<file path="config.mk">
export PLATFORM = sky130hd
export DESIGN_NAME = rtcal_alarm_regs
export DESIGN_NICKNAME = d
export VERILOG_FILES = /design/src/rtcal_pkg.sv /design/src/rtcal_alarm_regs.sv
export SDC_FILE = /design/constraint.sdc
export NUM_CORES = 1
export LEC_CHECK = 0
export BUFFER_PORTS_ARGS = -buffer_cell sky130_fd_sc_hd__buf_4
export CORE_MARGIN = 1
export CORE_UTILIZATION = 52
export DETAILED_ROUTE_END_ITERATION = 8
export PLACE_DENSITY = 0.89
export SYNTH_ARGS = -nofsm -noshare
export SYNTH_HDL_FRONTEND = slang
export SYNTH_SLANG_ARGS = --single-unit
export TNS_END_PERCENT = 1
</file>
<file path="constraint.sdc">
create_clock -name clk -period 2.6 [get_ports clk]
set_input_delay 0.52 -clock clk [delete_from_list [all_inputs] [get_ports clk]]
set_output_delay 0.52 -clock clk [all_outputs]
set_load 0.01 [all_outputs]
</file>
<file path="src/rtcal_pkg.sv">
package rtcal_pkg;
   // ****************************************
   // Register map
   // ****************************************
   localparam logic [7:0] MIN_ALARM_ADDR = 8'h07;
   localparam logic [7:0] HOUR_ALARM_ADDR = 8'h08;
   localparam logic [7:0] DAY_ALARM_ADDR = 8'h09;

   // ****************************************
   // Reset values
   // ****************************************
   localparam logic [7:0] MIN_ALARM_RST = 8'h80;
   localparam logic [7:0] HOUR_ALARM_RST = 8'h80;
   localparam logic [7:0] DAY_ALARM_RST = 8'h80;

   // ****************************************
   // Field layout
   // ****************************************
   localparam int DISABLE_BIT = 7;
   localparam int AFTERNOON_BIT = 5;
   // Writable bits; bit 6 of hours and day registers is read-only zero
   localparam logic [7:0] MIN_ALARM_WMASK = 8'hFF;
   localparam logic [7:0] HOUR_ALARM_WMASK = 8'hBF;
   localparam logic [7:0] DAY_ALARM_WMASK = 8'hBF;
   // Read and decode masks that depend on the mode selects, then the fixed unmapped read value
   localparam logic [7:0] HOUR_VAL24_MASK = 8'h3F;
   localparam logic [7:0] HOUR_VAL12_MASK = 8'h1F;
   localparam logic [7:0] WEEKDAY_RD_MASK = 8'h87;
   localparam logic [7:0] WEEKDAY_VAL_MASK = 8'h07;
   localparam logic [7:0] DATE_VAL_MASK = 8'h3F;
   localparam logic [7:0] UNMAPPED_RD = 8'h00;
endpackage : rtcal_pkg

</file>
<file path="src/rtcal_alarm_regs.sv">
`timescale 1ns/10ps
// How it works
// - Minutes register bit 7 low enables minute alarm; resets high (disabled).
// - Minutes register bits 6..0 hold BCD minute, 00 to 59.
// - Reads always return contents; writes dropped while password protection active.
// - Hours register bit 7 low enables hour alarm; resets high (disabled).
// - In 24-hour mode hours bits 5..0 hold BCD hour 0 to 23.
// - In 12-hour mode bit 5 is afternoon flag, bits 4..0 BCD hour.
// - Hours register bit 6 is read-only and always reads zero.
// - Day register has its own enable, joined with minute and hour enables.
// - Minute enable acts jointly with hour and day enables for alarm.
// - Day select low makes the day register a weekday alarm.
// - Weekday alarm value is BCD 0 to 6, meaning chosen by software.
// - Day select high makes the day register a date alarm 01 to 31.
// - Date alarm value is passed as is; leap-year handling belongs to the calendar counter.
// - Day register bit 7 low enables day alarm; resets high (disabled).
// - Weekday value sits in bits 2..0; bits 6..3 read zero.
module rtcal_alarm_regs #(
   parameter int DATA_W = 8
) (
   input wire logic clk,
   input wire logic srst,
   input wire logic [7:0] reg_addr,
   input wire logic reg_wr,
   input wire logic [DATA_W-1:0] reg_wdata,
   input wire logic reg_rd,
   input wire logic write_protect,
   input wire logic twelve_hour_select,
   input wire logic weekday_or_date_select,
   output logic [DATA_W-1:0] reg_rdata,
   output logic minute_alarm_disable,
   output logic hour_alarm_disable,
   output logic day_alarm_disable,
   output logic alarm_armed,
   output logic [6:0] minute_value,
   output logic [5:0] hour_value,
   output logic afternoon_flag,
   output logic [5:0] day_value
);
   // ****************************************
   // Parameter check
   // ****************************************
   // The bit layout is fixed at one byte per register
   if (DATA_W != 8) begin : g_bad_width
      $error("rtcal_alarm_regs: DATA_W must be 8");
   end

   // ****************************************
   // Limitations
   // ****************************************
   // No BCD range check on writes; software keeps values legal
   // Date 00 after power-on is kept until the host writes a real date
   // Leap-year handling belongs to the calendar counter
   // Decoded outputs follow the mode selects one cycle late
   // Read and write of one register in one cycle: read sees old byte
   // Unmapped writes vanish without any indication

   // ****************************************
   // Stored registers
   // ****************************************
   // One entry per alarm register: address, value after reset, writable bits
   localparam int NUM_REGS = 3;
   localparam logic [7:0] ENTRY_ADDR [NUM_REGS] = '{rtcal_pkg::MIN_ALARM_ADDR,
      rtcal_pkg::HOUR_ALARM_ADDR, rtcal_pkg::DAY_ALARM_ADDR};
   localparam logic [7:0] ENTRY_RST [NUM_REGS] = '{rtcal_pkg::MIN_ALARM_RST,
      rtcal_pkg::HOUR_ALARM_RST, rtcal_pkg::DAY_ALARM_RST};
   localparam logic [7:0] ENTRY_WMASK [NUM_REGS] = '{rtcal_pkg::MIN_ALARM_WMASK,
      rtcal_pkg::HOUR_ALARM_WMASK, rtcal_pkg::DAY_ALARM_WMASK};
   // Positions of the three registers in the tables above
   localparam int MIN_IDX = 0;
   localparam int HOUR_IDX = 1;
   localparam int DAY_IDX = 2;

   // A reset value may not set a bit that writes can never set
   for (genvar c = 0; c < NUM_REGS; c++) begin : g_rst_check
      if ((ENTRY_RST[c] & ~ENTRY_WMASK[c]) != 8'h00) begin : g_bad_rst
         $error("rtcal_alarm_regs: reset value sets a read-only bit");
      end
   end

   logic [7:0] entry_q [NUM_REGS];
   logic [7:0] entry_d [NUM_REGS];
   logic [7:0] min_q, min_d;
   logic [7:0] hour_q, hour_d;
   logic [7:0] day_q, day_d;
   logic wr_ok;

   // Protection blocks writes but never reads
   assign wr_ok = reg_wr && !write_protect;

   // Same write and storage logic for each register
   for (genvar g = 0; g < NUM_REGS; g++) begin : g_entry
      logic [7:0] store_q, store_d;

      // Masked write data on an address hit, otherwise hold
      always_comb begin
         store_d = store_q;
         if (wr_ok && reg_addr == ENTRY_ADDR[g]) begin
            // Read-only bits dropped; whole byte kept so a mode flip loses nothing
            store_d = reg_wdata & ENTRY_WMASK[g];
         end
      end

      // Storage, reset to disabled alarms
      always_ff @(posedge clk) begin
         if (srst) begin
            store_q <= ENTRY_RST[g];
         end else begin
            store_q <= store_d;
         end
      end

      assign entry_q[g] = store_q;
      assign entry_d[g] = store_d;
   end

   // Named views of the three entries
   assign min_q = entry_q[MIN_IDX];
   assign min_d = entry_d[MIN_IDX];
   assign hour_q = entry_q[HOUR_IDX];
   assign hour_d = entry_d[HOUR_IDX];
   assign day_q = entry_q[DAY_IDX];
   assign day_d = entry_d[DAY_IDX];

   // ****************************************
   // Read data and decoded alarm fields
   // ****************************************
   logic [7:0] rdata_q, rdata_d;
   logic [7:0] day_view;
   logic [6:0] minv_q, minv_d;
   logic [5:0] hourv_q, hourv_d;
   logic [5:0] dayv_q, dayv_d;
   logic pm_q, pm_d;
   logic dis_m_q, dis_h_q, dis_w_q, armed_q;
   logic dis_m_d, dis_h_d, dis_w_d, armed_d;

   // Mode selects only change how the stored bytes are viewed
   always_comb begin
      if (weekday_or_date_select) begin
         // Date view: value field in bits 5..0
         day_view = day_q;
         dayv_d = 6'(day_d & rtcal_pkg::DATE_VAL_MASK);
      end else begin
         // Weekday view: bits 6..3 hidden; bits 5..3 still stored, bit 6 never stored
         day_view = day_q & rtcal_pkg::WEEKDAY_RD_MASK;
         dayv_d = 6'(day_d & rtcal_pkg::WEEKDAY_VAL_MASK);
      end
      if (twelve_hour_select) begin
         // 12-hour view: afternoon flag split off the hour
         hourv_d = 6'(hour_d & rtcal_pkg::HOUR_VAL12_MASK);
         pm_d = hour_d[rtcal_pkg::AFTERNOON_BIT];
      end else begin
         // 24-hour view: no afternoon flag
         hourv_d = 6'(hour_d & rtcal_pkg::HOUR_VAL24_MASK);
         pm_d = 1'b0;
      end
      minv_d = min_d[6:0];
      // Enables leave as stored, whatever the mode
      dis_m_d = min_d[rtcal_pkg::DISABLE_BIT];
      dis_h_d = hour_d[rtcal_pkg::DISABLE_BIT];
      dis_w_d = day_d[rtcal_pkg::DISABLE_BIT];
      // Any one enabled field arms the shared alarm compare
      armed_d = !(dis_m_d && dis_h_d && dis_w_d);
      // Read port holds its last answer between reads
      rdata_d = rdata_q;
      if (reg_rd) begin
         unique case (reg_addr)
            rtcal_pkg::MIN_ALARM_ADDR: rdata_d = min_q;
            rtcal_pkg::HOUR_ALARM_ADDR: rdata_d = hour_q;
            rtcal_pkg::DAY_ALARM_ADDR: rdata_d = day_view;
            default: rdata_d = rtcal_pkg::UNMAPPED_RD;
         endcase
      end
   end

   // ****************************************
   // Decoded field registers
   // ****************************************
   // Leap-year date range is the calendar counter's job; value is passed as is
   always_ff @(posedge clk) begin
      if (srst) begin
         rdata_q <= rtcal_pkg::UNMAPPED_RD;
         minv_q <= 7'h00;
         hourv_q <= 6'h00;
         dayv_q <= 6'h00;
         pm_q <= 1'b0;
         dis_m_q <= 1'b1;
         dis_h_q <= 1'b1;
         dis_w_q <= 1'b1;
         armed_q <= 1'b0;
      end else begin
         // Registered so every output comes from a flip-flop
         rdata_q <= rdata_d;
         minv_q <= minv_d;
         hourv_q <= hourv_d;
         dayv_q <= dayv_d;
         pm_q <= pm_d;
         dis_m_q <= dis_m_d;
         dis_h_q <= dis_h_d;
         dis_w_q <= dis_w_d;
         armed_q <= armed_d;
      end
   end

   // ****************************************
   // Outputs
   // ****************************************
   // Straight from the registers above
   assign reg_rdata = rdata_q;
   assign minute_alarm_disable = dis_m_q;
   assign hour_alarm_disable = dis_h_q;
   assign day_alarm_disable = dis_w_q;
   assign alarm_armed = armed_q;
   assign minute_value = minv_q;
   assign hour_value = hourv_q;
   assign afternoon_flag = pm_q;
   assign day_value = dayv_q;
endmodule : rtcal_alarm_regs

</file>
==> metrics.log, run 1 <==
[metrics] register area share after synthesis: 0.478
[metrics] relative slew slack: 0.595
[metrics] Mean Syn Cell Area: 10.2 sq um
[metrics] post-route fraction of the period consumed by the critical path: 0.700
[metrics] residual antenna-violating net count after detailed routing: 0
[metrics] Vert. Die Dim: 55.8 um
[metrics] number of optimization iterations in the first detailed-route pass: 4
[metrics] Top FF cell, synth: sky130_fd_sc_hd__dfxtp_1
[metrics] aggregate global-route resource usage: 0.236
[metrics] kind of start point of the critical path: input port
[metrics] I/O pin count: 55
[metrics] via/cell ratio: 5.48
[metrics] Static Leakage: 0.956 nW
[metrics] number of synthesized flops with an enable pin: 0
[metrics] final routed wirelength across all metal layers: 3450 um
[metrics] leftover overflow at the end of global routing: 0
[metrics] most used standard cells in the synthesized netlist: sky130_fd_sc_hd__dfxtp_1, sky130_fd_sc_hd__nor2_1, sky130_fd_sc_hd__mux2i_1
[metrics] post-synthesis cell count: 147
[metrics] RSZ-0062 raised after global routing: no
[metrics] root buffer selected by CTS: sky130_fd_sc_hd__clkbuf_4
[metrics] routed len/inst: 15.3 um
[metrics] kind of end point of the critical path: flip-flop
[metrics] result of the run: finished clean
[metrics] MaxCap Viol Count: 0
[metrics] post-placement worst setup slack: 0.401 ns
[metrics] number of buffers inserted by port buffering: 54
[metrics] Net count, final: 217
[metrics] Hold Crit Class: in -> reg
[metrics] DRC: 0
[metrics] die footprint: 3120 sq um
[metrics] CTS Buf Count: 5
[metrics] number of global-route vias before repair: 1213
[metrics] HPWL after detailed placement: 2580 um
[metrics] #FFs+latches synth: 36
[metrics] global-route wire length before repair: 5580 um
[metrics] Worst-Margin Slew: 0.603 ns
[metrics] arrival time reported for the critical path endpoint: 2.05 ns
[metrics] layout overhead on the synthesized area: 27.7%
[metrics] placed inst area: 1870 sq um
[metrics] number of clock sinks: 36
[metrics] synthesized area: 1510 sq um
[metrics] final count of hold timing violations: 0
[metrics] worst supply voltage drop on vdd: 0.383 mV
[metrics] slack of the critical path: 0.780 ns
[metrics] fraction of final layout cells with drive strength greater than 1: 0.354
[metrics] share of the synthesized area in the top cell type: 0.478
[metrics] area inside the core boundary: 2760 sq um
[metrics] post-layout min period: 1.82 ns
[metrics] CTS Hold Buffers Added: 0
[metrics] number of H-tree levels: 2
[metrics] Max Transition Viols Final: 0
[metrics] GP Congestion: 0.830
[metrics] Async S/R FF share, synth: 0
[metrics] total non-filler cell area in the finished layout: 1920 sq um
[metrics] largest net degree at the start of global routing: 32
[metrics] clock tree from TritonCTS: built
[metrics] cells resized by post-CTS repair: 0
[metrics] data required time of the critical path: 2.83 ns
[metrics] clock transition at the registers of the reported paths: 0.10 ns
[metrics] total power density per cell area: 481 nW/um^2
[metrics] Rows: 19
[metrics] Initial Util: 0.546
[metrics] chip width: 55.8 um
[metrics] leading area contributor after synthesis: sky130_fd_sc_hd__dfxtp_1
[metrics] count leader, synth: sky130_fd_sc_hd__dfxtp_1
[metrics] clock insertion delay at the later pin of the skew report: 0.34 ns
[metrics] post-CTS setup buffers: 0
[metrics] Final TNS setup: 0 ns
[metrics] post-synth cell types: 30
[metrics] worst clock skew: 0.00596 ns
[metrics] final antenna diode count: 0
[metrics] vias: 1238
[metrics] highest fanout seen on the critical path: 9
[metrics] Clock Tree Buf Depth: 2
[metrics] Yosys warning count: 0
[metrics] top achievable clock speed: 549 MHz
[metrics] type of the worst setup path: in -> reg
[metrics] final instance count without filler cells: 226
[metrics] first-iteration detailed-routing DRC count: 44
[metrics] largest cells by area after synthesis: sky130_fd_sc_hd__dfxtp_1, sky130_fd_sc_hd__mux2i_1, sky130_fd_sc_hd__nor2_1, sky130_fd_sc_hd__buf_4, sky130_fd_sc_hd__o2bb2ai_1
[metrics] # placed instances: 218
[metrics] Synthesized Nets: 170
[metrics] number of antenna violations at the first check in global routing: 0
[metrics] count of final setup violators: 0
-- critical path, stage by stage --
cell	delay (ns)
sky130_fd_sc_hd__buf_4	0.12
sky130_fd_sc_hd__nor4_4	0.58
sky130_fd_sc_hd__nand3_2	0.39
sky130_fd_sc_hd__mux2i_1	0.33
sky130_fd_sc_hd__o211ai_2	0.11
-- power by group --
part           internal, W  switching, W
Combinational    0.0000300     0.0000337
Clock             0.000133      0.000177
Sequential        0.000551   0.000000227
-- registers in the layout, indices dropped and copies added, names as in the netlist --
| signal | flops |
|---|---|
| hour_value | 1 |
| day_value | 3 |
| g_entry.store_q | 15 |
| day_q | 7 |
| afternoon_flag | 1 |
| alarm_armed | 1 |
| reg_rdata | 8 |
-- through the flow --
step                total power, W   util  hold WS (ns)
finish                    0.000926  0.698         0.335
global placement          0.000626  0.676         0.450
floorplan                 0.000591      -         0.483
CTS                       0.000930  0.698         0.328
detailed placement        0.000627  0.676         0.463
global route              0.000952  0.698         0.325
-- per-layer routing --
layer | track usage | wire [um]
met1 | 0.282 | 1500
met2 | 0.401 | 1670
met3 | 0.0767 | 243
met4 | 0.0801 | 40
met5 | 0 | 0
-- final timing paths --
check / slack [ns] / start / endpoint / cells after the start
max: 0.78 / reg_addr[5] / alarm_armed / 5
min: 0.34 / twelve_hour_select / hour_value[5] / 2
max reg2reg: 1.63 / g_entry[0].store_q[5] / reg_rdata[5] / 2
min reg2reg: 0.48 / reg_rdata[1] / reg_rdata[1] / 2
-- cells by family after synthesis --
family,share of synthesized area
buffers and inverters,0.0590
AOI/OAI and AO/OA,0.0839
DFF,0.478
and+or+nand+nor,0.205
muxes,0.174
-- layout make-up --
cell class,instances,area [sq um]
fill,218,833
clock buffer,8,58.8
multi-input combinational,96,697
tap,31,38.8
timing repair buffer,54,405
sequential,36,721
inverter,1,3.75
-- layout by cell type (no fill, tap or decap), types with 2 or more instances in the layout --
cell and count:
sky130_fd_sc_hd__clkbuf_4 5, sky130_fd_sc_hd__nand2_1 6, sky130_fd_sc_hd__nand3_1 3, sky130_fd_sc_hd__nor3b_1 2, sky130_fd_sc_hd__a222oi_1 3, sky130_fd_sc_hd__o21ai_0 4, sky130_fd_sc_hd__nand3_2 2, sky130_fd_sc_hd__o2bb2ai_1 4
sky130_fd_sc_hd__buf_4 54, sky130_fd_sc_hd__nor2_1 26, sky130_fd_sc_hd__mux2i_1 25, sky130_fd_sc_hd__a21oi_1 4, sky130_fd_sc_hd__nand2b_1 4, sky130_fd_sc_hd__clkbuf_1 2, sky130_fd_sc_hd__dfxtp_1 36
No activity file was read; power rests on OpenSTA's default activity.
==> run 2: changes to the inputs <==
Settings changed: CORE_UTILIZATION 52 to 43, PLACE_DENSITY 0.89 to 0.8.
Clock period 2.6 ns to 1.6 ns, I/O delays scaled along.
==> run 2 against run 1 <==
Cell area grew 5.9%. Non-clock buffer count grew 12. Final cell count grew 12%. Clock skew grew 0.0086 ns. Die area grew 20%. Via count grew 4.9%. Routed wire length grew 7.9%. Hold slack lost 0.20 ns. Sequential power grew 63%. Critical path type unchanged. Flip-flop and latch count is the same. Core utilization shrank 8.7 points. Total power grew 65%.
==> metrics.log, run 2 (same netlist as run 1, synthesis figures left out) <==
[metrics] result of the run: finished clean
[metrics] register ranked first by flip-flop count: g_entry.store_q
[metrics] CTS Hold Buffers Added: 0
[metrics] GP Congestion: 0.811
[metrics] arrival time reported for the critical path endpoint: 1.48 ns
[metrics] final antenna diode count: 0
[metrics] post-CTS setup buffers: 0
[metrics] top achievable clock speed: 793 MHz
[metrics] highest fanout seen on the critical path: 9
[metrics] Switch Pwr: 0.000360 W
[metrics] # placed instances: 245
[metrics] final instance count without filler cells: 253
[metrics] number of buffers inserted by port buffering: 54
[metrics] clock tree from TritonCTS: built
[metrics] Worst-Margin Slew: 0.449 ns
[metrics] commonest non-fill, non-tap cell in the layout: sky130_fd_sc_hd__buf_4
[metrics] cells resized by post-CTS repair: 0
[metrics] Vert. Die Dim: 61.2 um
[metrics] MaxCap Viol Count: 0
[metrics] share of total power in the clock network: 0.339
[metrics] combinational share of power: 0.074
[metrics] vias: 1299
[metrics] HPWL after detailed placement: 2830 um
[metrics] Initial Util: 0.451
[metrics] sequential power share: 0.587
[metrics] slack of the critical path: 0.339 ns
[metrics] clock transition at the registers of the reported paths: 0.11 ns
[metrics] count of final setup violators: 0
[metrics] Net count, final: 229
[metrics] worst supply voltage drop on vdd: 0.418 mV
[metrics] global-route wire length before repair: 5710 um
[metrics] commonest cells after routing, fill and taps aside: sky130_fd_sc_hd__buf_4, sky130_fd_sc_hd__dfxtp_1, sky130_fd_sc_hd__nor2_1
[metrics] Static Leakage: 1.01 nW
[metrics] leftover overflow at the end of global routing: 0
[metrics] first-iteration detailed-routing DRC count: 53
[metrics] number of global-route vias before repair: 1298
[metrics] layout overhead on the synthesized area: 35.2%
[metrics] relative slew slack: 0.700
[metrics] worst clock skew: 0.0146 ns
[metrics] area inside the core boundary: 3340 sq um
[metrics] number of optimization iterations in the first detailed-route pass: 4
[metrics] total of fill cells in the finished design: 287
[metrics] internal power: 0.00117 W
[metrics] die footprint: 3740 sq um
[metrics] final count of hold timing violations: 0
[metrics] RSZ-0062 raised after global routing: no
[metrics] Max Transition Viols Final: 0
[metrics] root buffer selected by CTS: sky130_fd_sc_hd__clkbuf_4
[metrics] post-route fraction of the period consumed by the critical path: 0.788
[metrics] number of clock sinks: 36
[metrics] via/cell ratio: 5.13
[metrics] max FFs per register: 15
[metrics] Net Sw Frac: 0.236
[metrics] type of the worst setup path: in -> reg
[metrics] aggregate global-route resource usage: 0.213
[metrics] kind of start point of the critical path: input port
[metrics] Clock Tree Buf Depth: 2
[metrics] post-placement worst setup slack: -0.00672 ns
[metrics] total power density per cell area: 749 nW/um^2
[metrics] Rows: 21
[metrics] fraction of final layout cells with drive strength greater than 1: 0.396
[metrics] routed len/inst: 14.7 um
[metrics] number of H-tree levels: 2
[metrics] DRC: 0
[metrics] residual antenna-violating net count after detailed routing: 0
[metrics] clock insertion delay at the later pin of the skew report: 0.34 ns
[metrics] CTS Buf Count: 5
[metrics] largest net degree at the start of global routing: 32
[metrics] chip width: 61.2 um
[metrics] Hold Crit Class: in -> reg
[metrics] data required time of the critical path: 1.82 ns
[metrics] final routed wirelength across all metal layers: 3730 um
[metrics] post-layout min period: 1.26 ns
[metrics] number of antenna violations at the first check in global routing: 0
[metrics] kind of end point of the critical path: flip-flop
[metrics] I/O pin count: 55
-- run 2: cell count changes in the layout (fill, tap and decap cells not counted), sizes merged --
cell / delta
buf: +12
clkbuf: -1
clkinvlp: +1
-- run 2: worst paths after layout --
path	startpoint	end	slack (ns)	depth (start not counted)
hold / removal	twelve_hour_select	hour_value[5]	0.14	2
setup reg to reg	g_entry[0].store_q[5]	reg_rdata[5]	0.63	2
setup / recovery	reg_addr[6]	g_entry[1].store_q[2]	0.34	7
hold reg to reg	reg_rdata[2]	reg_rdata[2]	0.47	2
-- run 2: critical path, cell delays in order --
cell and delay [ns]:
sky130_fd_sc_hd__buf_4 0.12, sky130_fd_sc_hd__nor4_4 0.25, sky130_fd_sc_hd__buf_4 0.21, sky130_fd_sc_hd__nand3_2 0.15, sky130_fd_sc_hd__buf_4 0.22, sky130_fd_sc_hd__mux2i_1 0.16
sky130_fd_sc_hd__nor2_1 0.05
-- run 2: stage by stage --
step | util | area, sq um | hold WS, ns | power [W] | TNS, ns
after global routing | 0.610 | 2040 | 0.120 | 0.00158 | 0
after floorplan | - | 1510 | 0.399 | 0.000960 | -0.138
after global placement | 0.592 | 1970 | 0.448 | 0.00103 | 0
after CTS | 0.610 | 2040 | 0.127 | 0.00154 | 0
after detailed placement | 0.592 | 1970 | 0.448 | 0.00103 | -0.00672
final | 0.610 | 2040 | 0.138 | 0.00153 | 0
-- run 2: power groups by stage --
stage | registers, W | clock network (W) | logic, W
after global placement | 0.000917 | 0 | 0.000109
after CTS | 0.000897 | 0.000529 | 0.000113
final | 0.000897 | 0.000517 | 0.000113
after global routing | 0.000897 | 0.000559 | 0.000122
after floorplan | 0.000917 | 0 | 0.0000428
after detailed placement | 0.000917 | 0 | 0.000112
-- run 2: routing by layer --
layer / track usage / share of wire / wire length (um)
met1: 0.240 / 0.40 / 1500
met2: 0.366 / 0.51 / 1910
met3: 0.0735 / 0.067 / 250
met4: 0.0877 / 0.016 / 61
met5: 0 / 0 / 0
-- run 2: area by class of cell --
cell class	count	area [sq um]	area share
inverter	1	3.75	0.00184
clock buffer	7	55.1	0.0270
sequential	36	721	0.354
clock inverter	1	7.51	0.00369
multi-input combinational	96	697	0.342
timing repair buffer	66	495	0.243
tap	46	57.6	0.0283
==> run 3: changes to the inputs <==
Clock period 1.6 ns to 1 ns, I/O delays scaled along.
==> run 3 against run 2 <==
The run now ends with negative setup slack left. Flip-flop and latch count stayed put. Combinational power is 90% higher. Routed wire length is 17% higher. Non-clock buffer count is 7 higher. Critical endpoint is now reg_rdata[5].
==> metrics.log, run 3 (same netlist as run 1, synthesis figures left out) <==
[metrics] result of the run: finished with violations
[metrics] violations in the final reports: negative setup slack
[metrics] CTS Buf Count: 5
[metrics] Net count, final: 236
[metrics] chip width: 61.2 um
[metrics] worst clock skew: 0.00803 ns
[metrics] clock tree from TritonCTS: built
[metrics] layout overhead on the synthesized area: 53.2%
[metrics] post-route fraction of the period consumed by the critical path: 1.13
[metrics] HPWL after detailed placement: 3000 um
[metrics] post-placement worst setup slack: -0.443 ns
[metrics] Initial Util: 0.451
[metrics] via/cell ratio: 5.23
[metrics] Layout Utilization: 0.691
[metrics] RSZ-0062 raised after global routing: yes
[metrics] count of final setup violators: 40
[metrics] fraction of final layout cells with drive strength greater than 1: 0.575
[metrics] max FFs per register: 15
[metrics] clock insertion delay at the later pin of the skew report: 0.34 ns
[metrics] final antenna diode count: 0
[metrics] root buffer selected by CTS: sky130_fd_sc_hd__clkbuf_4
[metrics] die footprint: 3740 sq um
[metrics] I/O pin count: 55
[metrics] area inside the core boundary: 3340 sq um
[metrics] Hold Crit Class: in -> reg
[metrics] Net Sw Frac: 0.243
[metrics] MaxCap Viol Count: 0
[metrics] slack of the critical path: -0.131 ns
[metrics] residual antenna-violating net count after detailed routing: 0
[metrics] top achievable clock speed: 884 MHz
[metrics] DRC: 0
[metrics] kind of start point of the critical path: input port
[metrics] vias: 1360
[metrics] final count of hold timing violations: 0
[metrics] Switch Pwr: 0.000603 W
[metrics] Static Leakage: 1.08 nW
[metrics] internal power: 0.00188 W
[metrics] leftover overflow at the end of global routing: 0
[metrics] number of antenna violations at the first check in global routing: 0
[metrics] CTS Hold Buffers Added: 0
[metrics] number of H-tree levels: 2
[metrics] Clock Tree Buf Depth: 2
[metrics] Reg area: 759 sq um
[metrics] post-CTS setup buffers: 0
[metrics] relative slew slack: 0.723
[metrics] clock transition at the registers of the reported paths: 0.11 ns
[metrics] total of fill cells in the finished design: 249
[metrics] Max Transition Viols Final: 0
[metrics] Rows: 21
[metrics] aggregate global-route resource usage: 0.237
[metrics] largest net degree at the start of global routing: 14
[metrics] highest fanout seen on the critical path: 4
[metrics] number of optimization iterations in the first detailed-route pass: 4
[metrics] number of global-route vias before repair: 1380
[metrics] type of the worst setup path: in -> reg
[metrics] commonest cells after routing, fill and taps aside: sky130_fd_sc_hd__buf_4, sky130_fd_sc_hd__buf_6, sky130_fd_sc_hd__dfxtp_2
[metrics] Vert. Die Dim: 61.2 um
[metrics] final routed wirelength across all metal layers: 4370 um
[metrics] global-route wire length before repair: 6290 um
[metrics] first-iteration detailed-routing DRC count: 97
[metrics] combinational share of power: 0.087
[metrics] Worst-Margin Slew: 0.416 ns
[metrics] post-layout min period: 1.13 ns
[metrics] kind of end point of the critical path: flip-flop
[metrics] sequential power share: 0.575
[metrics] share of total power in the clock network: 0.338
[metrics] GP Congestion: 0.886
[metrics] routed len/inst: 16.8 um
[metrics] data required time of the critical path: 1.22 ns
[metrics] total area of multi-input combinational cells: 744 sq um
[metrics] register ranked first by flip-flop count: g_entry.store_q
[metrics] total power density per cell area: 1080 nW/um^2
[metrics] number of clock sinks: 36
[metrics] commonest non-fill, non-tap cell in the layout: sky130_fd_sc_hd__buf_4
[metrics] number of buffers inserted by port buffering: 54
[metrics] arrival time reported for the critical path endpoint: 1.35 ns
[metrics] worst supply voltage drop on vdd: 0.772 mV
==> run 3: cell count changes in the layout (fill, tap and decap cells not counted), sizes merged <==
cell  before  now
buf       66   73
==> run 3: path summary, 6_finish.rpt <==
check / from / to / slack [ns] / cells after the start
max: reg_addr[1] / reg_rdata[5] / -0.13 / 5
max reg2reg: g_entry[0].store_q[5] / reg_rdata[5] / -0.05 / 2
min: twelve_hour_select / hour_value[5] / 0.01 / 2
min reg2reg: reg_rdata[1] / reg_rdata[1] / 0.49 / 2
==> run 3: through the flow <==
step | instance area, sq um | total power [W] | cells | TNS (ns) | hold slack, ns
after floorplan | 1510 | 0.00154 | 147 | -12.56 | 0.279
after global placement | 2030 | 0.00166 | 252 | -12.57 | 0.373
after detailed placement | 2030 | 0.00166 | 252 | -13.28 | 0.377
after CTS | 2220 | 0.00248 | 260 | -0.938 | 0.00705
after global routing | 2310 | 0.00258 | 260 | -2.95 | 0.00872
final | 2310 | 0.00249 | 260 | -0.904 | 0.0136
==> run 3: layout make-up <==
| class | count | share of cell area |
|---|---|---|
| flip-flops and latches | 36 | 0.329 |
| multi-input cells | 96 | 0.323 |
| repair buffers | 73 | 0.294 |
| well taps | 46 | 0.0249 |
| clock buffers | 7 | 0.0239 |
| clock inverters | 1 | 0.00325 |
| inverters | 1 | 0.00163 |
==> run 3: worst max-delay path, stage by stage <==
cell	delay, ns
sky130_fd_sc_hd__buf_4	0.13
sky130_fd_sc_hd__and4b_1	0.25
sky130_fd_sc_hd__buf_4	0.17
sky130_fd_sc_hd__a222oi_1	0.44
sky130_fd_sc_hd__o21ai_1	0.16
==> run 3: what timing repair did <==
action,4_1_cts,5_1_grt
gates resized for setup,52,24
pin swaps,1,5
setup endpoints to repair,50,65
==> run 3: power groups by stage <==
stage | clock network, W | logic [W] | registers, W
2_1_floorplan | 0 | 0.0000685 | 0.00147
3_3_place_gp | 0 | 0.000190 | 0.00147
3_5_place_dp | 0 | 0.000193 | 0.00147
4_1_cts | 0.000850 | 0.000198 | 0.00143
5_1_grt | 0.000920 | 0.000227 | 0.00143
6_report | 0.000840 | 0.000215 | 0.00143
==> run 3: layer usage <==
| layer | wire length (um) | global-route usage |
|---|---|---|
| met1 | 1730 | 0.259 |
| met2 | 2270 | 0.413 |
| met3 | 222 | 0.0777 |
| met5 | 0 | 0 |
| met4 | 144 | 0.110 |
